===== src/verilog/rail_seq_pkg.sv =====
package rail_seq_pkg;
   // ----------------------------------------
   // timing
   // ----------------------------------------
   localparam int CLK_HZ = 10_000_000;
   localparam int GAP_UNIT_US = 1000;
   localparam int CORE_OFF_MS = 200;
   localparam int SAMPLE_PERIOD_MS = 1000;
   localparam int MS_CYC = CLK_HZ / 1_000_000 * GAP_UNIT_US;
   localparam int CORE_OFF_CYC = CORE_OFF_MS * MS_CYC;
   localparam int SAMPLE_CYC = SAMPLE_PERIOD_MS * MS_CYC;
   // ----------------------------------------
   // register offsets
   // ----------------------------------------
   localparam logic [7:0] ADDR_TEMP = 8'h01;
   localparam logic [7:0] ADDR_SETPOINT = 8'h02;
   localparam logic [7:0] ADDR_DELAY = 8'h03;
   localparam logic [7:0] ADDR_LOW_POINT = 8'h05;
   localparam logic [7:0] ADDR_HIGH_POINT = 8'h06;
   localparam logic [7:0] ADDR_EXTRA_HIGH = 8'h07;
   localparam logic [7:0] ADDR_LOW_THR = 8'h08;
   localparam logic [7:0] ADDR_HIGH_THR = 8'h09;
   localparam logic [7:0] ADDR_MIN = 8'h0a;
   localparam logic [7:0] ADDR_MAX = 8'h0b;
   localparam logic [7:0] ADDR_CONFIG = 8'h0c;
   localparam logic [7:0] ADDR_SECOND_FAULT_REG = 8'h0d;
   localparam logic [7:0] ADDR_STATUS = 8'h0e;
   localparam logic [7:0] ADDR_BURN = 8'h78;
   // ----------------------------------------
   // fields and reset values
   // ----------------------------------------
   localparam int DLY_GAP1 = 0;
   localparam int DLY_GAP2 = 2;
   localparam int DLY_GAP3 = 4;
   localparam int DLY_COMP_EN = 6;
   localparam int DLY_SP_LSB = 7;
   localparam int LOW_SEQ = 0;
   localparam int LOW_OFS = 3;
   localparam int CFG_INT_SENSOR = 0;
   localparam int CFG_TFAULT = 1;
   localparam int FLT2_VCOM = 0;
   localparam logic [7:0] RST_SETPOINT = 8'hb6;
   localparam logic [7:0] RST_LOW_POINT = 8'h02;
   localparam logic [7:0] RST_MAX = 8'hff;
   localparam logic [6:0] SLAVE_ADDR = 7'h20; // arbitrary value
   // ----------------------------------------
   // sequences: four groups of five rails, group 0 in the low bits
   // ----------------------------------------
   typedef struct packed {
      logic vcom;
      logic vgoff;
      logic vgon;
      logic navdd;
      logic avdd;
   } rail_en_type;
   localparam logic [19:0] SEQ_TABLE [8] = '{
      20'h5_2041, 20'h6_2041, 20'h5_2022, 20'h6_2022,
      20'h5_0822, 20'h4_4448, 20'h0_5103, 20'h0_6083};
   typedef enum logic [2:0] {
      ST_IDLE = 3'b000, ST_UP = 3'b001, ST_RUN = 3'b010, ST_DN = 3'b011,
      ST_CORE = 3'b100, ST_SHUT = 3'b101, ST_FLT = 3'b110
   } seq_state_type;
   typedef enum logic [2:0] {
      PH_IDLE = 3'b000, PH_ADDR = 3'b001, PH_REG = 3'b010, PH_WR = 3'b011, PH_RD = 3'b100
   } ser_phase_type;
endpackage : rail_seq_pkg


===== src/verilog/rail_sequencer.sv =====
`timescale 1ns/1ns
// Behaviour
// eighth code: sources, positive gate, negative+common
// gaps from three fields; zero fastest
// power-off unmonitored, each step by gaps
// zero gaps still give 1 ms off-steps
// burn command stores sequence settings
// core regulator off 200 ms later
// 9-bit setpoint split over two registers
// code zero -2.49 V, 6.83 mV steps
// deviation over 0.25 V sets fault flag
// long current limit disables all rails
// out-of-range setpoint write is NACKed, ignored (code: only while DLY_COMP_EN is clear)
// sensor-select one picks internal sensor
// internal sensor feeds converter directly
// converter result in temperature register
// correction samples once per second
// uncorrected setpoint until first sample
// full setpoint is 25-degree reference
// low lowers, high raises, at thresholds
// second high offset adds above first
// sequence select in low-point register
// host burns by writing address 0x78
// interpolate, saturate, clamp to 9 bits
// setpoint applies at accepted byte end
module rail_sequencer #(
   parameter int MS_CYCLES = rail_seq_pkg::MS_CYC,
   parameter int CORE_CYCLES = rail_seq_pkg::CORE_OFF_CYC,
   parameter int SAMPLE_CYCLES = rail_seq_pkg::SAMPLE_CYC
) (
   input wire logic ref_clk,
   input wire logic resetn,
   input wire logic scl,
   input wire logic sda_in,
   output logic sda_out,
   output logic sda_oe,
   input wire logic enable_pin,
   input wire logic vcom_deviation,
   input wire logic vcom_ilimit,
   output rail_seq_pkg::rail_en_type rails,
   output logic core_regulator_en,
   output logic [8:0] vcom_code,
   output logic adc_internal_sel,
   output logic adc_start,
   input wire logic adc_done,
   input wire logic [7:0] adc_result,
   output logic nv_burn,
   output logic [7:0] nv_seq_data
);
   // ----------------------------------------
   // helpers
   // ----------------------------------------
   function automatic logic [4:0] group_of(input logic [2:0] seq, input logic [1:0] k);
      logic [19:0] row;
      row = rail_seq_pkg::SEQ_TABLE[seq];
      return row[k*5 +: 5];
   endfunction : group_of
   function automatic logic [1:0] last_of(input logic [2:0] seq);
      return (seq >= 3'h6) ? 2'd2 : 2'd3;
   endfunction : last_of

   // ----------------------------------------
   // input synchronisers
   // ----------------------------------------
   logic [4:0] sync1_r, sync2_r;
   logic scl_d_r, sda_d_r;
   always_ff @(posedge ref_clk or negedge resetn) begin
      if (!resetn) begin
         sync1_r <= 5'h1_f;
         sync2_r <= 5'h1_f;
         scl_d_r <= 1'b1;
         sda_d_r <= 1'b1;
      end else begin
         sync1_r <= {scl, sda_in, enable_pin, vcom_deviation, vcom_ilimit};
         sync2_r <= sync1_r;
         scl_d_r <= sync2_r[4];
         sda_d_r <= sync2_r[3];
      end
   end
   wire scl_s = sync2_r[4];
   wire sda_s = sync2_r[3];
   wire en_s = sync2_r[2];
   wire dev_s = sync2_r[1];
   wire ilim_s = sync2_r[0];
   wire scl_rise = scl_s & ~scl_d_r;
   wire scl_fall = ~scl_s & scl_d_r;
   wire start_c = scl_s & scl_d_r & sda_d_r & ~sda_s;
   wire stop_c = scl_s & scl_d_r & ~sda_d_r & sda_s;

   // ----------------------------------------
   // registers and serial slave
   // ----------------------------------------
   logic [7:0] setpoint_r, delay_r, low_r, high_r, extra_r, lthr_r, hthr_r, min_r, max_r, cfg_r;
   logic [7:0] temp_r, ptr_r, shift_r, tx_r;
   logic fault_r, ack_r, mnack_r, burn_r;
   logic [3:0] bit_r;
   rail_seq_pkg::ser_phase_type phase_r;
   rail_seq_pkg::seq_state_type state_r;
   rail_seq_pkg::rail_en_type rails_r;
   wire comp_en = delay_r[rail_seq_pkg::DLY_COMP_EN];
   wire [2:0] seq_sel = low_r[rail_seq_pkg::LOW_SEQ +: 3];
   wire [8:0] base = {setpoint_r, delay_r[rail_seq_pkg::DLY_SP_LSB]};
   wire byte_done = scl_fall && bit_r == 4'd7;
   wire [7:0] rx = shift_r;
   wire sp_wr = byte_done && phase_r == rail_seq_pkg::PH_WR && ptr_r == rail_seq_pkg::ADDR_SETPOINT;
   wire sp_bad = !comp_en && (rx < min_r || rx > max_r);
   wire nack_evt = sp_wr && sp_bad;
   wire wr_ok = byte_done && phase_r == rail_seq_pkg::PH_WR && !nack_evt;
   wire addr_hit = rx[7:1] == rail_seq_pkg::SLAVE_ADDR;
   wire clr_fault = wr_ok && ptr_r == rail_seq_pkg::ADDR_SECOND_FAULT_REG && rx[rail_seq_pkg::FLT2_VCOM];
   logic fault_set;
   logic [7:0] rd_data;
   always_comb begin
      case (ptr_r)
         rail_seq_pkg::ADDR_TEMP: rd_data = temp_r;
         rail_seq_pkg::ADDR_SETPOINT: rd_data = setpoint_r;
         rail_seq_pkg::ADDR_DELAY: rd_data = delay_r;
         rail_seq_pkg::ADDR_LOW_POINT: rd_data = low_r;
         rail_seq_pkg::ADDR_HIGH_POINT: rd_data = high_r;
         rail_seq_pkg::ADDR_EXTRA_HIGH: rd_data = extra_r;
         rail_seq_pkg::ADDR_LOW_THR: rd_data = lthr_r;
         rail_seq_pkg::ADDR_HIGH_THR: rd_data = hthr_r;
         rail_seq_pkg::ADDR_MIN: rd_data = min_r;
         rail_seq_pkg::ADDR_MAX: rd_data = max_r;
         rail_seq_pkg::ADDR_CONFIG: rd_data = cfg_r;
         rail_seq_pkg::ADDR_SECOND_FAULT_REG: rd_data = {7'h00, fault_r};
         rail_seq_pkg::ADDR_STATUS: rd_data = {state_r, rails_r};
         default: rd_data = 8'h00;
      endcase
   end
   always_ff @(posedge ref_clk or negedge resetn) begin
      if (!resetn) begin
         phase_r <= rail_seq_pkg::PH_IDLE;
         bit_r <= 4'h0;
         shift_r <= 8'h00;
         tx_r <= 8'hff;
         ack_r <= 1'b0;
         mnack_r <= 1'b0;
         ptr_r <= 8'h00;
      end else if (start_c) begin
         phase_r <= rail_seq_pkg::PH_ADDR;
         // the scl fall that closes the start wraps this to zero
         bit_r <= 4'hf;
         ack_r <= 1'b0;
      end else if (stop_c) begin
         phase_r <= rail_seq_pkg::PH_IDLE;
         ack_r <= 1'b0;
      end else begin
         if (scl_rise && bit_r < 4'd8) shift_r <= {shift_r[6:0], sda_s};
         if (scl_rise && bit_r == 4'd8) mnack_r <= sda_s;
         if (byte_done) begin
            bit_r <= 4'd8;
            ack_r <= 1'b0;
            case (phase_r)
               rail_seq_pkg::PH_ADDR: begin
                  ack_r <= addr_hit;
                  phase_r <= !addr_hit ? rail_seq_pkg::PH_IDLE :
                     (rx[0] ? rail_seq_pkg::PH_RD : rail_seq_pkg::PH_REG);
               end
               rail_seq_pkg::PH_REG: begin
                  ack_r <= 1'b1;
                  ptr_r <= rx;
                  phase_r <= rail_seq_pkg::PH_WR;
               end
               rail_seq_pkg::PH_WR: begin
                  ack_r <= !nack_evt;
                  ptr_r <= ptr_r + 8'h01;
               end
               default: ack_r <= 1'b0;
            endcase
         end else if (scl_fall && bit_r == 4'd8) begin
            ack_r <= 1'b0;
            bit_r <= 4'h0;
            if (phase_r == rail_seq_pkg::PH_RD && !(mnack_r && !ack_r)) begin
               tx_r <= rd_data;
               ptr_r <= ptr_r + 8'h01;
            end else if (phase_r == rail_seq_pkg::PH_RD) begin
               phase_r <= rail_seq_pkg::PH_IDLE;
            end
         end else if (scl_fall && phase_r != rail_seq_pkg::PH_IDLE) begin
            bit_r <= bit_r + 4'h1;
            tx_r <= {tx_r[6:0], 1'b1};
         end
      end
   end
   assign sda_out = 1'b0;
   assign sda_oe = ack_r | (phase_r == rail_seq_pkg::PH_RD && bit_r < 4'd8 && !tx_r[7]);

   // register writes; setpoint takes effect at the end of the accepted byte
   always_ff @(posedge ref_clk or negedge resetn) begin
      if (!resetn) begin
         setpoint_r <= rail_seq_pkg::RST_SETPOINT;
         {delay_r, high_r, extra_r, lthr_r, hthr_r, min_r, cfg_r} <= 56'h0000_0000_0000_00;
         low_r <= rail_seq_pkg::RST_LOW_POINT;
         max_r <= rail_seq_pkg::RST_MAX;
         fault_r <= 1'b0;
         burn_r <= 1'b0;
      end else begin
         burn_r <= wr_ok && ptr_r == rail_seq_pkg::ADDR_BURN;
         fault_r <= fault_set | (fault_r & ~clr_fault);
         if (wr_ok) begin
            case (ptr_r)
               rail_seq_pkg::ADDR_SETPOINT: setpoint_r <= rx;
               rail_seq_pkg::ADDR_DELAY: delay_r <= rx;
               rail_seq_pkg::ADDR_LOW_POINT: low_r <= rx;
               rail_seq_pkg::ADDR_HIGH_POINT: high_r <= rx;
               rail_seq_pkg::ADDR_EXTRA_HIGH: extra_r <= rx;
               rail_seq_pkg::ADDR_LOW_THR: lthr_r <= rx;
               rail_seq_pkg::ADDR_HIGH_THR: hthr_r <= rx;
               rail_seq_pkg::ADDR_MIN: min_r <= rx;
               rail_seq_pkg::ADDR_MAX: max_r <= rx;
               rail_seq_pkg::ADDR_CONFIG: cfg_r <= rx;
               default: cfg_r <= cfg_r;
            endcase
         end
      end
   end
   assign nv_burn = burn_r;
   assign nv_seq_data = low_r;

   // ----------------------------------------
   // rail sequencer
   // ----------------------------------------
   logic [23:0] cnt_r, ilim_cnt_r;
   logic [1:0] step_r;
   logic core_r;
   wire [1:0] last = last_of(seq_sel);
   wire [1:0] gap_next = step_r == 2'd0 ? delay_r[rail_seq_pkg::DLY_GAP1 +: 2] :
      step_r == 2'd1 ? delay_r[rail_seq_pkg::DLY_GAP2 +: 2] : delay_r[rail_seq_pkg::DLY_GAP3 +: 2];
   wire [1:0] gap_here = step_r == 2'd1 ? delay_r[rail_seq_pkg::DLY_GAP1 +: 2] :
      step_r == 2'd2 ? delay_r[rail_seq_pkg::DLY_GAP2 +: 2] : delay_r[rail_seq_pkg::DLY_GAP3 +: 2];
   wire [1:0] gap_off = (gap_here == 2'd0) ? 2'd1 : gap_here;
   wire [23:0] ms24 = 24'(MS_CYCLES);
   wire [23:0] tf_cyc = (24'(cfg_r[rail_seq_pkg::CFG_TFAULT +: 2]) + 24'h00_0001) * ms24;
   wire ilim_trip = ilim_s && ilim_cnt_r >= tf_cyc && rails_r != 5'h00;
   assign fault_set = dev_s | ilim_trip;
   always_ff @(posedge ref_clk or negedge resetn) begin
      if (!resetn) ilim_cnt_r <= 24'h00_0000;
      else ilim_cnt_r <= ilim_s ? ilim_cnt_r + 24'h00_0001 : 24'h00_0000;
   end
   always_ff @(posedge ref_clk or negedge resetn) begin
      if (!resetn) begin
         state_r <= rail_seq_pkg::ST_IDLE;
         rails_r <= 5'h00;
         step_r <= 2'd0;
         cnt_r <= 24'h00_0000;
         core_r <= 1'b1;
      end else if (ilim_trip) begin
         rails_r <= 5'h00;
         state_r <= rail_seq_pkg::ST_FLT;
      end else begin
         if (cnt_r != 24'h00_0000) cnt_r <= cnt_r - 24'h00_0001;
         case (state_r)
            rail_seq_pkg::ST_IDLE, rail_seq_pkg::ST_SHUT: if (en_s) begin
               core_r <= 1'b1;
               step_r <= 2'd0;
               cnt_r <= 24'h00_0000;
               state_r <= rail_seq_pkg::ST_UP;
            end
            rail_seq_pkg::ST_UP: if (!en_s) begin
               cnt_r <= 24'h00_0000;
               state_r <= rail_seq_pkg::ST_DN;
            end else if (cnt_r == 24'h00_0000) begin
               rails_r <= rails_r | group_of(seq_sel, step_r);
               cnt_r <= 24'(gap_next) * ms24;
               step_r <= step_r + 2'd1;
               if (step_r == last) state_r <= rail_seq_pkg::ST_RUN;
            end
            rail_seq_pkg::ST_RUN: if (!en_s) begin
               step_r <= last;
               cnt_r <= 24'h00_0000;
               state_r <= rail_seq_pkg::ST_DN;
            end
            rail_seq_pkg::ST_DN: if (cnt_r == 24'h00_0000) begin
               rails_r <= rails_r & ~group_of(seq_sel, step_r);
               cnt_r <= 24'(gap_off) * ms24;
               step_r <= step_r - 2'd1;
               if (step_r == 2'd0) begin
                  cnt_r <= 24'(CORE_CYCLES);
                  state_r <= rail_seq_pkg::ST_CORE;
               end
            end
            rail_seq_pkg::ST_CORE: if (cnt_r == 24'h00_0000) begin
               core_r <= 1'b0;
               state_r <= rail_seq_pkg::ST_SHUT;
            end
            rail_seq_pkg::ST_FLT: if (!en_s) begin
               cnt_r <= 24'(CORE_CYCLES);
               state_r <= rail_seq_pkg::ST_CORE;
            end
            default: state_r <= rail_seq_pkg::ST_IDLE;
         endcase
      end
   end
   assign rails = rails_r;
   assign core_regulator_en = core_r;

   // ----------------------------------------
   // temperature correction
   // ----------------------------------------
   logic [23:0] sec_r;
   logic have_r, ready_r, start_r;
   logic [8:0] corr_r, code_r;
   wire [4:0] lo5 = low_r[rail_seq_pkg::LOW_OFS +: 5];
   wire [4:0] h1 = high_r[4:0];
   wire [5:0] h12 = 6'(h1) + 6'(extra_r[4:0]);
   wire [5:0] span = 6'(h1) + 6'(lo5);
   wire [7:0] den = (hthr_r > lthr_r) ? hthr_r - lthr_r : 8'h01;
   wire [13:0] num = 14'(8'(temp_r - lthr_r)) * 14'(span);
   wire [13:0] quo = num / 14'(den);
   logic signed [11:0] ofs;
   always_comb begin
      if (temp_r <= lthr_r) ofs = -12'(lo5);
      else if (temp_r >= hthr_r) ofs = 12'(h12);
      else ofs = 12'(quo) - 12'(lo5);
   end
   wire signed [11:0] sum = $signed({3'b000, base}) + ofs;
   wire [8:0] corrected = sum < 0 ? 9'h000 : (sum > 12'sd511 ? 9'h1ff : sum[8:0]);
   always_ff @(posedge ref_clk or negedge resetn) begin
      if (!resetn) begin
         sec_r <= 24'h00_0000;
         start_r <= 1'b0;
         have_r <= 1'b0;
         ready_r <= 1'b0;
         temp_r <= 8'h00;
         corr_r <= 9'h000;
         code_r <= 9'h000;
      end else begin
         sec_r <= (!comp_en || sec_r == 24'h00_0000) ? 24'(SAMPLE_CYCLES - 1) : sec_r - 24'h00_0001;
         start_r <= comp_en && sec_r == 24'h00_0000;
         if (comp_en && adc_done) temp_r <= adc_result;
         if (comp_en && adc_done) have_r <= 1'b1;
         else if (!comp_en) have_r <= 1'b0;
         if (have_r) corr_r <= corrected;
         ready_r <= comp_en && have_r;
         code_r <= (comp_en && ready_r) ? corr_r : base;
      end
   end
   assign vcom_code = code_r;
   assign adc_start = start_r;
   assign adc_internal_sel = cfg_r[rail_seq_pkg::CFG_INT_SENSOR];

   // ----------------------------------------
   // checks
   // ----------------------------------------
   a_up_order: assert property (@(posedge ref_clk) disable iff (!resetn)
      (seq_sel == 3'h7 && $rose(rails_r.vgon)) |-> (rails_r.avdd && rails_r.navdd && !rails_r.vgoff))
      else $error("positive gate rail rose before sources");
   a_zero_gap: assert property (@(posedge ref_clk) disable iff (!resetn)
      (state_r == rail_seq_pkg::ST_UP && en_s && !ilim_trip && cnt_r == 0 && gap_next == 2'd0)
      |=> cnt_r == 0)
      else $error("zero gap did not step at once");
   a_off_no_rise: assert property (@(posedge ref_clk) disable iff (!resetn)
      state_r == rail_seq_pkg::ST_DN |=> (rails_r & ~$past(rails_r)) == 5'h00)
      else $error("rail rose during power-off");
   a_off_min_gap: assert property (@(posedge ref_clk) disable iff (!resetn)
      (state_r == rail_seq_pkg::ST_DN && !ilim_trip && cnt_r == 0 && step_r != 0)
      |=> cnt_r >= 24'(MS_CYCLES))
      else $error("power-off step shorter than 1 ms");
   a_core_off: assert property (@(posedge ref_clk) disable iff (!resetn)
      (state_r == rail_seq_pkg::ST_CORE && cnt_r == 0 && !ilim_trip) |=> ##1 !core_regulator_en)
      else $error("core regulator not switched off");
   a_nack_keep: assert property (@(posedge ref_clk) disable iff (!resetn)
      nack_evt |=> ($stable(setpoint_r) && !ack_r))
      else $error("out-of-range setpoint accepted");
   a_dev_flag: assert property (@(posedge ref_clk) disable iff (!resetn)
      dev_s |=> fault_r)
      else $error("deviation fault not flagged");
   a_ilim_off: assert property (@(posedge ref_clk) disable iff (!resetn)
      ilim_trip |=> (rails_r == 5'h00 && fault_r && state_r == rail_seq_pkg::ST_FLT))
      else $error("current limit did not shut rails");
   a_temp_load: assert property (@(posedge ref_clk) disable iff (!resetn)
      (comp_en && adc_done) |=> temp_r == $past(adc_result))
      else $error("temperature reading not captured");
   a_no_early: assert property (@(posedge ref_clk) disable iff (!resetn)
      !have_r |=> vcom_code == $past(base))
      else $error("corrected code before first sample");
   a_first_code: assert property (@(posedge ref_clk) disable iff (!resetn)
      (comp_en && $rose(have_r)) |=> vcom_code == $past(base))
      else $error("stale corrected code after first sample");
endmodule : rail_sequencer


===== config.mk =====
export PLATFORM = sky130hd
export DESIGN_NAME = rail_sequencer
export DESIGN_NICKNAME = d
export VERILOG_FILES = /design/src/verilog/rail_seq_pkg.sv /design/src/verilog/rail_sequencer.sv
export SDC_FILE = /design/constraint.sdc
export NUM_CORES = 1
export LEC_CHECK = 0
export BUFFER_PORTS_ARGS = -buffer_cell sky130_fd_sc_hd__buf_2
export CAP_MARGIN = 40
export CORE_MARGIN = 5
export CORE_UTILIZATION = 30
export DETAILED_ROUTE_END_ITERATION = 8
export GPL_ROUTABILITY_DRIVEN = 0
export PLACE_DENSITY_LB_ADDON = 0.3
export SKIP_CTS_REPAIR_TIMING = 1
export SYNTH_ARGS = -nofsm -noshare
export SYNTH_HDL_FRONTEND = slang
export SYNTH_SLANG_ARGS = --single-unit

===== constraint.sdc =====
create_clock -name ref_clk -period 38.8 [get_ports ref_clk]
set_input_delay 11.64 -clock ref_clk [delete_from_list [all_inputs] [get_ports ref_clk]]
set_output_delay 11.64 -clock ref_clk [all_outputs]
set_load 0.02 [all_outputs]

==> metrics <==
Worst path max stage delay=0.55 ns; cell mode on critical path=o21a_1; Vias=17.8k; Starting Density=30.1%; clock period minus worst slack=36.32 ns; Max-Cap Viols=0; CP endpoint kind=flip-flop; Rel. slew slack=34.4%; Rows=96; Synth warnings=0; clk buf depth=3; vias in the first global route=17.8k; Post-Layout Cell Count=3306; Hold WC Path Type=reg2reg; largest net degree at the start of global routing=96; nets=2657; Design Area, Final=0.0229 mm2; Setup CP Type=reg2reg; H-Tree Depth=1; Die Area=0.0738 mm2; leakage power=10.1 nW; Final Cycle Share=93.6%; clock sinks=239; Post-synth ARST share=100%; pins over their slew limit=0; number of top-level pins=44; Max Clock Freq=27.5 MHz; CTS tree=done; Yosys cell types=97; Post-Syn Nets=2636; Critical path origin=temp_r[0]; die width=272 um; Post-DP HPWL=45400 um; clock-pin slew of the registers on the worst-case setup and hold paths=0.06 ns; Mapped Area=0.0206 mm2; gr ovfl total=0; DRC=0; share of layout cells above drive strength 1=12.5%; area grow syn2layout=11.3%; run status=complete, no violations; EDFF count, synth=0; initial antenna violation count=3; worst endpoint data arrival time=36.74 ns; Total GRT Usage=15.9%; cts bufs inserted=28; Vias/cell=5.38; CTS Root Cell=clkbuf_16; Final ANT Viol Nets=0; setup TNS=0 ns; syn avg cell area=8.63 um2; Clk Latency, worst-skew pair=0.56 ns; PwrDens=33.9 mW/mm2; Tightest Pin Transition=0.971 ns; CP max FO=17; post-place instance area=0.0218 mm2; placed cells=3248; DR iter-0 viols=1102; first-pass iteration count of the detailed router=6; critical path's slowest cell=or4_1; beginning of the worst hold path=sync1_r[0]; total power=0.775 mW; I/O Buffers=42; final count of negative-setup-slack endpoints=0; Core Box Area=0.0682 mm2; first-pass GRT wire length=97500 um; Peak VDD IR=0.0000450 V; sequential fraction of the synthesis area=29.3%; prevailing post-synth register cell=dfrtp_1; drt total wl=60600 um; Final Hold Fails=0; Die Y-Extent=272 um; Fillers=7026; Clock Skews=0.0122 ns; worst r2r src=temp_r[0]; Crit path required time=39.22 ns; drt wl/cell=18.3 um; Yosys reg bits=239; CP Launch Type=flip-flop; synthesized instance count=2380
## state kept, by name, summed over array words and instances (netlist names), 9 cells and up
signal      count
sec_r          24
vcom_code       9
cnt_r          24
ilim_cnt_r     24
corr_r          9
## synthesized netlist by cell type, types with 35 or more instances
cell type | number | area share [%]
inv_1 | 156 | 2.8
o21a_1 | 51 | 1.9
dfstp_2 | 35 | 4.5
a21oi_1 | 134 | 3.3
o21ai_0 | 184 | 4.5
nand2b_1 | 46 | 1.4
nor2b_1 | 39 | 1.2
nor3_1 | 84 | 2.0
mux2_2 | 78 | 4.3
ha_1 | 209 | 13
dfrtp_1 | 204 | 25
a21o_1 | 41 | 1.5
clkbuf_1 | 70 | 1.3
nand3_1 | 48 | 1.2
nand2_1 | 190 | 3.5
nor2_1 | 200 | 3.7
xnor2_1 | 86 | 3.7
## logic make-up after synthesis
group / share of synthesized area, %
simple gates: 18.5
compound gates: 20.9
buf+inv: 4.57
fa+ha+maj: 15.7
flops: 29.3
xor+xnor: 5.11
mux: 5.86
other cells: 0.0182
## cell usage in the layout, fill, tap and decap left out, types with 19 or more instances in the layout
cell       count
mux2_2        78
o211ai_1      27
and3_1        19
o21a_1        51
a21o_1        41
buf_4         31
nand3_1       48
a221oi_1      23
nand2_1      189
dfrtp_1      204
buf_2         42
nand4_1       23
nand2b_1      46
fa_1          31
clkbuf_16     28
inv_1        156
nor2_1       199
nor3_1        84
mux2i_1       26
xor2_1        33
or3_1         23
ha_1         209
nor2b_1       39
and2_1        30
xnor2_1       85
dfstp_2       35
a21oi_1      131
o21ai_0      184
a31oi_1       23
## path summary, 6_finish.rpt
path,endpoint,slack [ns],cells past startpoint
worst max-delay path,corr_r[4],2.48,169
worst min-delay path,sync2_r[0],0.36,0
worst max register to register,corr_r[4],2.48,169
worst min register to register,sync2_r[0],0.36,0
max in group asynchronous,setpoint_r[1],25.89,5
min in group asynchronous,cnt_r[22],11.09,1
## area by class of cell
| cell class | count | area, um2 | share of cell area [%] |
|---|---|---|---|
| Clock inverter | 11 | 103 | 0.449 |
| Inverter | 158 | 593 | 2.59 |
| Sequential cell | 239 | 6020 | 26.3 |
| Multi-Input combinational cell | 1898 | 13700 | 59.9 |
| Tap cell | 882 | 1100 | 4.83 |
| Timing Repair Buffer | 76 | 513 | 2.24 |
| Clock buffer | 41 | 820 | 3.58 |
| Antenna cell | 1 | 2.50 | 0.0109 |
## critical path, delay by kind of cell, from the launching register on
kind,cells,cell delay [ns]
fa+ha+maj,23,7.49
mux,6,1.72
simple gates,40,6.76
flops,1,0.40
compound gates,86,17.97
buf+inv,12,1.40
xor+xnor,2,0.36
## metrics by stage
stage	worst slack, ns	hold WS, ns	utilization, %
4_1_cts	0.627	0.356	33.3
3_5_place_dp	0.817	0.350	31.9
5_1_grt	-0.166	0.362	33.5
6_report	2.48	0.355	33.5
2_1_floorplan	5.60	0.345	-
3_3_place_gp	2.28	0.346	31.8
## layer usage
layer / up-vias / GRT usage [%] / share of wire [%]
met5: - / 0 / 0.021
met4: 2 / 3.84 / 2.5
met3: 105 / 2.18 / 5.3
met2: 457 / 27.0 / 47
met1: 8643 / 21.4 / 45
li1: 8594 / - / -
## where the power goes
part / switching, mW / leakage (nW) / internal (mW)
sequential: 0.0387 / 3.09 / 0.277
clock: 0.109 / 0.448 / 0.153
combinational: 0.123 / 6.56 / 0.0745
No activity file was read; power rests on OpenSTA's default activity.
